### src/rtl/iod_pkg.sv
// constants and encodings of the I/O decoder and node identifier generator
// Functional notes
// - ROM segment from addr[17:15] into seven segments, gated by per-segment read/write enable
// - cacheable requests to the ROM segment region go on to the DRAM decoder
// - ROM segment hit routes to one programmable node identifier, memory-mapped attribute
// - socket config hits on valid bit 19 low alias, or bit 20 with protected alias
// - chipset config hits on valid bit 21 low alias, or bit 22 with protected alias
// - 1 MB local config region hits in low or protected alias with no valid bit, forced to local configuration agent, MMIO
// - lowest 64 KB of local config is the abort page: reads ones, writes dropped
// - cacheable abort-page access must not allocate in the last-level cache
// - local config registers reachable through windows at addr[31:16] 0xfeb1 to 0xfeb3
// - interrupt controller region hits on valid bit 23, list index addr[15:13]
// - legacy hub region hits on valid bit 1, one programmable node identifier, MMIO
// - 16 MB firmware region hits on valid bit 24, list index addr[23:21]
// - disabled hole regions hit nothing and are not passed to DRAM
// - legacy I/O entry is hit only by legacy I/O space requests
// - reset clears all valid bits except bit 2, and all enable/config registers
// - node id: bit4 zero for sockets, bits 3:2 socket, bits 1:0 device
// - DRAM index: xor of addr[8:6] with addr[18:16], or addr[8:6] when select set
// - listed nibble taken from target list bits index*4+3 down to index*4
// - node id from listed bits plus base bit; interleave mode xors slice bit into bit 1
// - list entries index from fixed address bits; index select treated as set
// - fixed-target entries take node id from address or programmed registers
package iod_pkg;
  // register byte offsets
  localparam logic [7:0] OFF_VALID = 8'h00;
  localparam logic [7:0] OFF_BASE_CFG = 8'h04;
  localparam logic [7:0] OFF_ROM_EN = 8'h08;
  localparam logic [7:0] OFF_COMPAT_EN = 8'h0c;
  localparam logic [7:0] OFF_ROM_NODE = 8'h10;
  localparam logic [7:0] OFF_HUB_NODE = 8'h14;
  localparam logic [7:0] OFF_SOCK_LIST = 8'h18;
  localparam logic [7:0] OFF_CHIP_LIST = 8'h1c;
  localparam logic [7:0] OFF_INTC_LIST = 8'h20;
  localparam logic [7:0] OFF_FW_LIST = 8'h24;
  localparam logic [7:0] OFF_LIST_PAY = 8'h28;
  localparam logic [7:0] OFF_DRAM_PAY = 8'h2c;
  localparam logic [7:0] OFF_DRAM_LIST = 8'h30;
  localparam logic [7:0] OFF_SOCKET_ID = 8'h34;
  localparam logic [7:0] OFF_LAST = 8'h38;
  localparam logic [7:0] OFF_MISS_CNT = 8'h3c;
  // reset values
  localparam logic [31:0] VALID_RST = 32'h0000_0004;
  localparam logic [31:0] ZERO_RST = 32'h0000_0000;
  // entry-valid bit positions
  localparam int VB_HUB = 1;
  localparam int VB_LEGIO = 2;
  localparam int VB_SOCK_LO = 19;
  localparam int VB_SOCK_PR = 20;
  localparam int VB_CHIP_LO = 21;
  localparam int VB_CHIP_PR = 22;
  localparam int VB_INTC = 23;
  localparam int VB_FW = 24;
  // payload field positions
  localparam int PAY_IDBASE = 0;
  localparam int PAY_HEMI = 1;
  localparam int PAY_TGTSEL = 2;
  localparam int ROM_WR_LSB = 7;
  // upper address aliases
  localparam logic [11:0] UP_LOW = 12'h000;
  localparam logic [11:0] UP_PROT = 12'hff0;
  // region bases, compared on the named address slices
  localparam logic [5:0] HOLE_31_26 = 6'h3f;
  localparam logic [7:0] FW_31_24 = 8'hff;
  localparam logic [7:0] SOCK_31_24 = 8'hfc;
  localparam logic [7:0] CHIP_31_24 = 8'hfd;
  localparam logic [11:0] LCFG_31_20 = 12'hfeb;
  localparam logic [11:0] INTC_31_20 = 12'hfec;
  localparam logic [11:0] HUB_31_20 = 12'hfed;
  localparam logic [23:0] ROM_43_20 = 24'h00_0000;
  localparam logic [1:0] ROM_19_18 = 2'b11;
  localparam logic [3:0] ABORT_19_16 = 4'h0;
  localparam logic [3:0] CSR_WIN_LO = 4'h1;
  localparam logic [3:0] CSR_WIN_HI = 4'h3;
  // device codes in node_identifier[1:0]
  localparam logic [1:0] DEV_CHIPSET = 2'b00;
  localparam logic [1:0] DEV_CFG_AGENT = 2'b10;
  localparam logic [7:0] CNT_ONE = 8'h01;

  typedef enum logic [1:0] {
    ATTR_MMIO = 2'b00,
    ATTR_CFG = 2'b01,
    ATTR_IO = 2'b10,
    ATTR_DRAM = 2'b11
  } iod_attr_type;

  typedef enum logic [3:0] {
    ENT_NONE = 4'h0,
    ENT_ROM = 4'h1,
    ENT_SOCK = 4'h2,
    ENT_CHIP = 4'h3,
    ENT_LCFG = 4'h4,
    ENT_INTC = 4'h5,
    ENT_HUB = 4'h6,
    ENT_FW = 4'h7,
    ENT_LEGIO = 4'h8,
    ENT_DRAM = 4'h9
  } iod_entry_type;
endpackage

### src/rtl/iod_decoder.sv
// I/O decoder with node identifier generation and an Avalon-MM register slave
//
// The register addresses and the Avalon-MM register port are this design's own decisions.
module iod_decoder (
  input wire logic clk_in, // 250 MHz uncore clock
  input wire logic sys_rst_in, // synchronous reset, active high
  input wire logic [7:0] avs_address_in, // byte address
  input wire logic avs_read_in, // read request
  input wire logic avs_write_in, // write request
  input wire logic [31:0] avs_writedata_in, // write data
  input wire logic [3:0] avs_byteenable_in, // byte lanes
  output logic [31:0] avs_readdata_out, // read data
  output logic avs_waitrequest_out, // stall
  input wire logic req_valid_in, // core request strobe
  input wire logic [43:0] req_addr_in, // physical address
  input wire logic req_write_in, // write, else read
  input wire logic req_cacheable_in, // cacheable request
  input wire logic req_protected_in, // protected_mode request
  input wire logic req_io_space_in, // legacy I/O address space
  input wire logic req_slice_hemi_in, // slice id bit 2 of requester
  output logic rsp_valid_out, // decode result strobe
  output logic [4:0] rsp_node_id_out, // destination node_identifier
  output iod_pkg::iod_attr_type rsp_attr_out, // attribute
  output iod_pkg::iod_entry_type rsp_entry_out, // matched entry
  output logic rsp_dram_out, // routed through the DRAM decoder
  output logic rsp_miss_out, // decode miss
  output logic rsp_abort_out, // abort page: read ones, drop write
  output logic rsp_no_alloc_out, // do not allocate in last-level cache
  output logic rsp_csr_window_out // local register window hit
);
  typedef struct packed {
    logic [31:0] valid;
    logic [31:0] base_cfg;
    logic [13:0] rom_en;
    logic [31:0] compat_en;
    logic [4:0] rom_node;
    logic [4:0] hub_node;
    logic [31:0] sock_list;
    logic [31:0] chip_list;
    logic [31:0] intc_list;
    logic [31:0] fw_list;
    logic [2:0] list_pay;
    logic [2:0] dram_pay;
    logic [31:0] dram_list;
    logic [1:0] socket_id;
    logic [15:0] last;
    logic [15:0] miss_cnt;
    logic wait_n;
    logic [31:0] rdata;
    logic rsp_valid;
    logic [4:0] rsp_node;
    iod_pkg::iod_attr_type rsp_attr;
    iod_pkg::iod_entry_type rsp_entry;
    logic rsp_dram;
    logic rsp_miss;
    logic rsp_abort;
    logic rsp_no_alloc;
    logic rsp_csr_win;
  } iod_state_type;

  iod_state_type st_q;
  iod_state_type st_d;

  // nibble at index*4+3 .. index*4
  function automatic logic [3:0] iod_pick(input logic [31:0] list, input logic [2:0] idx);
    logic [3:0] nib;
    nib = list[{idx, 2'b00} +: 4];
    return nib;
  endfunction

  // listed bits 4:1 plus base; interleave mode folds in the slice bit
  function automatic logic [4:0] iod_form(input logic [3:0] nib, input logic hemi,
                                          input logic slice, input logic idbase);
    logic [4:0] node_identifier;
    node_identifier = {nib[3:1], nib[0] ^ (hemi & slice), idbase};
    return node_identifier;
  endfunction

  // byte-lane merge of a write into a stored word
  function automatic logic [31:0] iod_merge(input logic [31:0] old, input logic [31:0] wd,
                                            input logic [3:0] be);
    logic [31:0] res;
    res = old;
    for (int i = 0; i < 4; i++) begin
      if (be[i]) begin
        res[i*8 +: 8] = wd[i*8 +: 8];
      end
    end
    return res;
  endfunction

  logic [11:0] up;
  logic low_alias;
  logic prot_alias;
  logic in_hole;
  logic in_rom;
  logic [2:0] rom_seg;
  logic rom_en_hit;
  logic [2:0] dram_idx;
  logic [2:0] idx_23_21;
  logic [4:0] node;
  iod_pkg::iod_attr_type attr;
  iod_pkg::iod_entry_type ent;
  logic hit;
  logic to_dram;
  logic abort;
  logic csr_win;
  logic acc;
  logic wr_now;
  logic [31:0] rd_mux;

  always_comb begin
    up = req_addr_in[43:32];
    low_alias = (up == iod_pkg::UP_LOW);
    prot_alias = (up == iod_pkg::UP_PROT) & req_protected_in;
    // the 64 MB hole below 4 GB never falls through to DRAM
    in_hole = (low_alias | (up == iod_pkg::UP_PROT))
              & (req_addr_in[31:26] == iod_pkg::HOLE_31_26) & ~req_io_space_in;
    in_rom = (req_addr_in[43:20] == iod_pkg::ROM_43_20)
             & (req_addr_in[19:18] == iod_pkg::ROM_19_18) & ~req_io_space_in;
    if (req_addr_in[17:16] == 2'b11) begin
      rom_seg = 3'd0;
    end else begin
      rom_seg = 3'(req_addr_in[17:15] + 3'd1);
    end
    rom_en_hit = req_write_in ? st_q.rom_en[iod_pkg::ROM_WR_LSB + 32'(rom_seg)]
                              : st_q.rom_en[rom_seg];
    if (st_q.dram_pay[iod_pkg::PAY_TGTSEL]) begin
      dram_idx = req_addr_in[8:6];
    end else begin
      dram_idx = req_addr_in[8:6] ^ req_addr_in[18:16];
    end
    // list entries use their fixed bits; index select is treated as set
    idx_23_21 = req_addr_in[23:21];
    abort = 1'b0;
    csr_win = 1'b0;
    node = 5'h00;
    attr = iod_pkg::ATTR_MMIO;
    ent = iod_pkg::ENT_NONE;
    hit = 1'b1;
    to_dram = 1'b0;
    if (req_io_space_in) begin
      // only legacy I/O space reaches this entry, and nothing else does
      if (st_q.valid[iod_pkg::VB_LEGIO]) begin
        ent = iod_pkg::ENT_LEGIO;
        node = st_q.hub_node;
        attr = iod_pkg::ATTR_IO;
      end else begin
        hit = 1'b0;
      end
    end else if (in_rom) begin
      if (rom_en_hit & ~req_cacheable_in) begin
        ent = iod_pkg::ENT_ROM;
        node = st_q.rom_node;
      end else begin
        hit = 1'b0;
        to_dram = 1'b1;
      end
    end else if (in_hole & (low_alias | prot_alias)
                 & (req_addr_in[31:20] == iod_pkg::LCFG_31_20)) begin
      ent = iod_pkg::ENT_LCFG;
      node = {1'b0, st_q.socket_id, iod_pkg::DEV_CFG_AGENT};
      abort = (req_addr_in[19:16] == iod_pkg::ABORT_19_16);
      csr_win = (req_addr_in[19:16] >= iod_pkg::CSR_WIN_LO)
                & (req_addr_in[19:16] <= iod_pkg::CSR_WIN_HI);
    end else if ((req_addr_in[31:24] == iod_pkg::SOCK_31_24) & in_hole
                 & ((low_alias & st_q.valid[iod_pkg::VB_SOCK_LO])
                 | (prot_alias & st_q.valid[iod_pkg::VB_SOCK_PR]))) begin
      ent = iod_pkg::ENT_SOCK;
      node = iod_form(iod_pick(st_q.sock_list, idx_23_21), st_q.list_pay[iod_pkg::PAY_HEMI],
                      req_slice_hemi_in, st_q.list_pay[iod_pkg::PAY_IDBASE]);
    end else if ((req_addr_in[31:24] == iod_pkg::CHIP_31_24) & in_hole
                 & ((low_alias & st_q.valid[iod_pkg::VB_CHIP_LO])
                 | (prot_alias & st_q.valid[iod_pkg::VB_CHIP_PR]))) begin
      ent = iod_pkg::ENT_CHIP;
      node = iod_form(iod_pick(st_q.chip_list, idx_23_21), st_q.list_pay[iod_pkg::PAY_HEMI],
                      req_slice_hemi_in, st_q.list_pay[iod_pkg::PAY_IDBASE]);
    end else if (low_alias & in_hole & (req_addr_in[31:20] == iod_pkg::INTC_31_20)
                 & st_q.valid[iod_pkg::VB_INTC]) begin
      ent = iod_pkg::ENT_INTC;
      node = iod_form(iod_pick(st_q.intc_list, req_addr_in[15:13]),
                      st_q.list_pay[iod_pkg::PAY_HEMI], req_slice_hemi_in,
                      st_q.list_pay[iod_pkg::PAY_IDBASE]);
    end else if (low_alias & in_hole & (req_addr_in[31:20] == iod_pkg::HUB_31_20)
                 & st_q.valid[iod_pkg::VB_HUB]) begin
      ent = iod_pkg::ENT_HUB;
      node = st_q.hub_node;
    end else if (low_alias & in_hole & (req_addr_in[31:24] == iod_pkg::FW_31_24)
                 & st_q.valid[iod_pkg::VB_FW]) begin
      ent = iod_pkg::ENT_FW;
      node = iod_form(iod_pick(st_q.fw_list, idx_23_21), st_q.list_pay[iod_pkg::PAY_HEMI],
                      req_slice_hemi_in, st_q.list_pay[iod_pkg::PAY_IDBASE]);
    end else if (in_hole) begin
      hit = 1'b0;
    end else begin
      hit = 1'b0;
      to_dram = 1'b1;
    end
    if (to_dram) begin
      ent = iod_pkg::ENT_DRAM;
      attr = iod_pkg::ATTR_DRAM;
      node = iod_form(iod_pick(st_q.dram_list, dram_idx), st_q.dram_pay[iod_pkg::PAY_HEMI],
                      req_slice_hemi_in, st_q.dram_pay[iod_pkg::PAY_IDBASE]);
    end else if (!hit) begin
      ent = iod_pkg::ENT_NONE;
      node = 5'h00;
    end
  end

  // register bus: one wait cycle, answer on the second edge
  always_comb begin
    acc = (avs_read_in | avs_write_in) & st_q.wait_n;
    wr_now = avs_write_in & ~st_q.wait_n;
    if (avs_address_in == iod_pkg::OFF_VALID) begin
      rd_mux = st_q.valid;
    end else if (avs_address_in == iod_pkg::OFF_BASE_CFG) begin
      rd_mux = st_q.base_cfg;
    end else if (avs_address_in == iod_pkg::OFF_ROM_EN) begin
      rd_mux = {18'h0_0000, st_q.rom_en};
    end else if (avs_address_in == iod_pkg::OFF_COMPAT_EN) begin
      rd_mux = st_q.compat_en;
    end else if (avs_address_in == iod_pkg::OFF_ROM_NODE) begin
      rd_mux = {27'h000_0000, st_q.rom_node};
    end else if (avs_address_in == iod_pkg::OFF_HUB_NODE) begin
      rd_mux = {27'h000_0000, st_q.hub_node};
    end else if (avs_address_in == iod_pkg::OFF_SOCK_LIST) begin
      rd_mux = st_q.sock_list;
    end else if (avs_address_in == iod_pkg::OFF_CHIP_LIST) begin
      rd_mux = st_q.chip_list;
    end else if (avs_address_in == iod_pkg::OFF_INTC_LIST) begin
      rd_mux = st_q.intc_list;
    end else if (avs_address_in == iod_pkg::OFF_FW_LIST) begin
      rd_mux = st_q.fw_list;
    end else if (avs_address_in == iod_pkg::OFF_LIST_PAY) begin
      rd_mux = {29'h0000_0000, st_q.list_pay};
    end else if (avs_address_in == iod_pkg::OFF_DRAM_PAY) begin
      rd_mux = {29'h0000_0000, st_q.dram_pay};
    end else if (avs_address_in == iod_pkg::OFF_DRAM_LIST) begin
      rd_mux = st_q.dram_list;
    end else if (avs_address_in == iod_pkg::OFF_SOCKET_ID) begin
      rd_mux = {30'h0000_0000, st_q.socket_id};
    end else if (avs_address_in == iod_pkg::OFF_LAST) begin
      rd_mux = {16'h0000, st_q.last};
    end else if (avs_address_in == iod_pkg::OFF_MISS_CNT) begin
      rd_mux = {16'h0000, st_q.miss_cnt};
    end else begin
      rd_mux = 32'h0000_0000;
    end
  end

  always_comb begin
    st_d = st_q;
    st_d.wait_n = ~acc;
    if (acc & avs_read_in) begin
      st_d.rdata = rd_mux;
    end
    if (wr_now) begin
      // payloads carry no useful default; software loads them before enabling
      if (avs_address_in == iod_pkg::OFF_VALID) begin
        st_d.valid = iod_merge(st_q.valid, avs_writedata_in, avs_byteenable_in);
      end else if (avs_address_in == iod_pkg::OFF_BASE_CFG) begin
        st_d.base_cfg = iod_merge(st_q.base_cfg, avs_writedata_in, avs_byteenable_in);
      end else if (avs_address_in == iod_pkg::OFF_ROM_EN) begin
        st_d.rom_en = 14'(iod_merge({18'h0_0000, st_q.rom_en}, avs_writedata_in,
                                    avs_byteenable_in));
      end else if (avs_address_in == iod_pkg::OFF_COMPAT_EN) begin
        st_d.compat_en = iod_merge(st_q.compat_en, avs_writedata_in, avs_byteenable_in);
      end else if (avs_address_in == iod_pkg::OFF_ROM_NODE && avs_byteenable_in[0]) begin
        st_d.rom_node = avs_writedata_in[4:0];
      end else if (avs_address_in == iod_pkg::OFF_HUB_NODE && avs_byteenable_in[0]) begin
        st_d.hub_node = avs_writedata_in[4:0];
      end else if (avs_address_in == iod_pkg::OFF_SOCK_LIST) begin
        st_d.sock_list = iod_merge(st_q.sock_list, avs_writedata_in, avs_byteenable_in);
      end else if (avs_address_in == iod_pkg::OFF_CHIP_LIST) begin
        st_d.chip_list = iod_merge(st_q.chip_list, avs_writedata_in, avs_byteenable_in);
      end else if (avs_address_in == iod_pkg::OFF_INTC_LIST) begin
        st_d.intc_list = iod_merge(st_q.intc_list, avs_writedata_in, avs_byteenable_in);
      end else if (avs_address_in == iod_pkg::OFF_FW_LIST) begin
        st_d.fw_list = iod_merge(st_q.fw_list, avs_writedata_in, avs_byteenable_in);
      end else if (avs_address_in == iod_pkg::OFF_LIST_PAY && avs_byteenable_in[0]) begin
        st_d.list_pay = avs_writedata_in[2:0];
      end else if (avs_address_in == iod_pkg::OFF_DRAM_PAY && avs_byteenable_in[0]) begin
        st_d.dram_pay = avs_writedata_in[2:0];
      end else if (avs_address_in == iod_pkg::OFF_DRAM_LIST) begin
        st_d.dram_list = iod_merge(st_q.dram_list, avs_writedata_in, avs_byteenable_in);
      end else if (avs_address_in == iod_pkg::OFF_SOCKET_ID && avs_byteenable_in[0]) begin
        st_d.socket_id = avs_writedata_in[1:0];
      end
    end
    // result registered one cycle after the request
    st_d.rsp_valid = req_valid_in;
    st_d.rsp_node = req_valid_in ? node : 5'h00;
    st_d.rsp_attr = attr;
    st_d.rsp_entry = req_valid_in ? ent : iod_pkg::ENT_NONE;
    st_d.rsp_dram = req_valid_in & to_dram;
    st_d.rsp_miss = req_valid_in & ~hit & ~to_dram;
    st_d.rsp_abort = req_valid_in & abort;
    st_d.rsp_no_alloc = req_valid_in & abort & req_cacheable_in;
    st_d.rsp_csr_win = req_valid_in & csr_win;
    if (req_valid_in) begin
      st_d.last = {req_valid_in & ~hit & ~to_dram, to_dram, 1'b0, ent, attr, 2'b00, node};
      if (~hit & ~to_dram && st_q.miss_cnt != 16'hffff) begin
        st_d.miss_cnt = 16'(st_q.miss_cnt + 16'(iod_pkg::CNT_ONE)); // saturates
      end
    end
  end

  always_ff @(posedge clk_in) begin
    if (sys_rst_in) begin
      st_q <= '0;
      st_q.valid <= iod_pkg::VALID_RST;
      st_q.base_cfg <= iod_pkg::ZERO_RST;
      st_q.compat_en <= iod_pkg::ZERO_RST;
      st_q.wait_n <= 1'b1;
      st_q.rsp_attr <= iod_pkg::ATTR_MMIO;
      st_q.rsp_entry <= iod_pkg::ENT_NONE;
    end else begin
      st_q <= st_d;
    end
  end

  assign avs_readdata_out = st_q.rdata;
  assign avs_waitrequest_out = st_q.wait_n;
  assign rsp_valid_out = st_q.rsp_valid;
  assign rsp_node_id_out = st_q.rsp_node;
  assign rsp_attr_out = st_q.rsp_attr;
  assign rsp_entry_out = st_q.rsp_entry;
  assign rsp_dram_out = st_q.rsp_dram;
  assign rsp_miss_out = st_q.rsp_miss;
  assign rsp_abort_out = st_q.rsp_abort;
  assign rsp_no_alloc_out = st_q.rsp_no_alloc;
  assign rsp_csr_window_out = st_q.rsp_csr_win;
endmodule // iod_decoder

### config.mk
export PLATFORM = sky130hd
export DESIGN_NAME = iod_decoder
export DESIGN_NICKNAME = d
export VERILOG_FILES = /design/src/rtl/iod_pkg.sv /design/src/rtl/iod_decoder.sv
export SDC_FILE = /design/constraint.sdc
export NUM_CORES = 1
export LEC_CHECK = 0
export BUFFER_PORTS_ARGS = -buffer_cell sky130_fd_sc_hd__buf_2
export CORE_ASPECT_RATIO = 1.25
export CORE_MARGIN = 5
export CORE_UTILIZATION = 50
export DETAILED_ROUTE_END_ITERATION = 7
export GPL_TIMING_DRIVEN = 1
export HOLD_SLACK_MARGIN = 0.15
export PLACE_DENSITY = 0.73
export SLEW_MARGIN = 20
export SYNTH_ARGS = -nofsm -noshare
export SYNTH_HDL_FRONTEND = slang
export SYNTH_SLANG_ARGS = --single-unit
### constraint.sdc
create_clock -name clk_in -period 10.9 [get_ports clk_in]
set_clock_uncertainty 0.1 [all_clocks]
set_input_delay 0.545 -clock clk_in [delete_from_list [all_inputs] [get_ports clk_in]]
set_output_delay 0.545 -clock clk_in [all_outputs]
set_load 0.1 [all_outputs]
==> run_results.csv <==
group,metric,value,unit
setup_path,critical_path_class,"input pin to flip-flop",
route,ant_nets,0,
route,drtIter0Drc,2496,
timing,tns,0,ns
finish,register_area,7307,um^2
cts,insertion_delay,0.54,ns
cts,cts_root_buf,"clkbuf_16",
logic_synthesis,synth-compound-area-share,0.2040,
floorplanning,die_h,221.5,um
logic_synthesis,ys_seq_elements,365,
logic_synthesis,ys_async_sr_fraction,0,
cts,cts_resized,0,
min_path,hold_depth,2,
power,p_per_area,145.3,nW/um^2
logic_synthesis,synth_top_family_by_area,"simple AND/OR/NAND/NOR gates",
logic_synthesis,yosys_warnings,0,
route,vias,17407,
timing,fmax,0.2399,GHz
setup_path,required,11.23,ns
floorplanning,pin_count,148,
grt,grt_overflow,0,
setup_path,r2r_cells,9,
place,gp_congestion,1.024,
min_path,hold_start,"req_addr_in[16]",
route,wl_per_cell,23.49,um
logic_synthesis,ys.flop_type,"dfxtp_1",
logic_synthesis,seq_area_frac_synth,0.4085,
cts,cts_sinks,365,
floorplanning,die_w,179.2,um
timing,setup_viol,0,
finish,num-nets-final,2352,
min_path,min_to,"rsp_abort_out",
route,viasPerCell,6.325,
setup_path,start_kind,"input pin",
cts,cts.path.max_buffers,3,
logic_synthesis,synth_area_leaders,"dfxtp_1 (41%), nand2_1 (12%), a21oi_1 (9.7%)",
finish,areaGrowthSynthToFinish,10.11,%
logic_synthesis,synthXorXnorAreaFrac,0.003917,
timing,rsz0062_at_grt,"no",
logic_synthesis,synth_cell_type_count,81,
route,remaining_drc_errors,0,
grt,grt_pass1_vias,16169,
setup_path,arrival,4.50,ns
timing,hold_viol,0,
logic_synthesis,muxShareOfSynthArea,0.1130,
setup_path,rrSetupSlack,7.52,ns
power,irDropWorstVdd,117.9,uV
timing,drv_slew,0,
setup_path,crit_path_max_fanout,13,
route,top_layer,"met4",
route,route.met2.wl,30420,um
logic_synthesis,yosys.area.top_type,"dfxtp_1",
logic_synthesis,avgSynthCellArea,7.960,um^2
grt,gr-usage-all-layers,0.3132,
run_status,status,"complete, no violations",
route,wl_met1,24210,um
grt,antenna_found_initial,3,
grt,grt_max_degree,154,
logic_synthesis,synth_edf_count,0,
finish,multi_input_area,9533,um^2
logic_synthesis,synth_fp_nets,2348,
logic_synthesis,synthSimpleGateAreaFrac,0.2093,
floorplanning,start_util,0.5059,
route,firstDrtPassIters,7,
min_path,hold_class,"input pin to flip-flop",
route,wl_met3,5442,um
timing,max-slew-margin-rel,0.2797,
route,finalWirelength,64630,um
timing,worst_slew_pin_slew,1.078,ns
place,dp_cells,2681,
run,cap_violations,0,
finish,fillerInstances,3312,
cts,cts_tree,"done",
logic_synthesis,synth_top_area_share,0.4085,
cts,clkTransAtPathRegs,0.06,ns
power,p_total,2862,uW
timing,period_share,0.3825,
power,total_leakage_power,0.006679,uW
grt,grt_pass1_wl,96310,um
finish,drive_gt1_frac,0.1331,
cts,htreeDepth,2,
floorplanning,core_area,35360,um^2
place,dp_hpwl,45760,um
place,port-buffer-count,137,
timing,fin_crit,4.169,ns
setup_path,critPathCaptureType,"flip-flop",
floorplanning,dieArea,39680,um^2
cts,cts_made_buffers,38,
finish,finalNonFillerCells,2752,
floorplanning,rows,77,
logic_synthesis,synthAdderAreaFrac,0.002099,
setup_path,reg2reg_to,"st_q[61]",
logic_synthesis,syn-cell-area,17890,um^2
logic_synthesis,synthCells,2247,
cts,postCtsSetupBuffers,0,
setup_path,crit-reg2reg-launch,"st_q[300]",
==> flip-flops by register name, indices dropped and copies added (netlist names) <==
name,flops
rsp_attr_out,2
rsp_no_alloc_out,1
rsp_node_id_out,5
rsp_entry_out,4
rsp_csr_window_out,1
avs_readdata_out,32
rsp_valid_out,1
avs_waitrequest_out,1
rsp_miss_out,1
rsp_dram_out,1
rsp_abort_out,1
st_q,315
==> per-stage QoR <==
stage / hold slack, ns / worst slack [ns] / instance area [um^2] / util
6_report: 0.2200 / 6.731 / 19690 / 0.5570
5_1_grt: 0.2351 / 6.545 / 19690 / 0.5570
4_1_cts: 0.2118 / 6.498 / 19680 / 0.5565
3_5_place_dp: 0.3437 / 5.939 / 18430 / 0.5213
3_3_place_gp: 0.3346 / 6.060 / 18430 / 0.5213
2_1_floorplan: 0.3244 / 7.084 / 17890 / -
==> placed cells by master (no fill, tap or decap), types with 14 or more instances in the layout <==
| master | Yosys | routed |
|---|---|---|
| buf_4 | 44 | 24 |
| inv_1 | 31 | 31 |
| a221oi_1 | 14 | 14 |
| dfxtp_1 | 365 | 365 |
| o22ai_1 | 32 | 32 |
| a22oi_1 | 22 | 22 |
| mux4_2 | 42 | 42 |
| nand2_1 | 565 | 564 |
| mux2_2 | 14 | 14 |
| mux2i_1 | 88 | 88 |
| o221ai_1 | 30 | 30 |
| clkbuf_16 | 0 | 39 |
| a21oi_1 | 347 | 347 |
| nor2_1 | 135 | 134 |
| o21ai_0 | 85 | 85 |
| nor2b_1 | 17 | 17 |
| buf_2 | 5 | 136 |
| nand3_1 | 40 | 40 |
| nor3_1 | 17 | 17 |
==> synth_stat cells, drive strengths merged (14+ instances only) <==
master	instances
mux4	42
inv	32
dfxtp	365
nor3	20
clkbuf	116
a22oi	22
a21oi	350
buf	86
mux2i	88
a221oi	14
o21ai	85
nand2	565
nand3	40
nor2b	17
o221ai	30
o22ai	32
mux2	17
nor2	136
==> repair_timing <==
item	in CTS	in global routing
hold endpoints to repair	2	0
endpoints found under the setup margin	0	0
hold buffers	3	0
==> worst max-delay path, stage by stage <==
cell	delay, ns
buf_2	0.22
a21oi_1	0.36
inv_2	0.15
ha_1	0.26
or4b_1	0.50
o2111ai_2	0.16
mux2i_1	0.13
a221oi_1	0.90
nor4_2	0.22
o211ai_1	0.35
clkbuf_4	0.30
nor4_1	0.08
mux2_1	0.32
==> report_power, final <==
part / total (uW) / switching, uW / internal, uW
combinational: 213 / 162 / 51.6
sequential: 1350 / 4.46 / 1340
clock: 1300 / 546 / 758
total: 2860 / 712 / 2150
==> layer usage <==
layer | track usage | vias up
met1 | 0.3982 | 8254
met5 | 0 | -
met4 | 0.1765 | 0
met3 | 0.04421 | 230
li1 | - | 7911
met2 | 0.5075 | 1012
==> kinds of logic after synthesis <==
group | Yosys count
adder cells (fa/ha/maj) | 3
flip-flops | 365
AND/OR/NAND/NOR | 873
AO/OA/AOI/OAI | 617
XOR/XNOR | 8
multiplexers | 147
buffers and inverters | 234
==> cell type report <==
| type | instances | area share |
|---|---|---|
| clock inverter | 10 | 0.006798 |
| multi-input combinational | 1648 | 0.4841 |
| inverter | 32 | 0.006099 |
| timing repair buffer | 166 | 0.04695 |
| sequential | 365 | 0.3710 |
| antenna | 1 | 0.0001271 |
| tap | 474 | 0.03011 |
| clock buffer | 56 | 0.05483 |
==> how the worst max path moves through the flow <==
stage,to,cells past startpoint,from,slack (ns)
floorplan,st_q[65],13,req_addr_in[15],7.08
global placement,st_q[61],12,req_addr_in[15],6.06
detailed placement,st_q[61],12,req_addr_in[15],5.94
CTS,st_q[61],12,req_addr_in[15],6.50
global route,st_q[61],13,req_addr_in[15],6.54
finish,st_q[61],13,req_addr_in[15],6.73
Power figures use the tool's default switching activity.
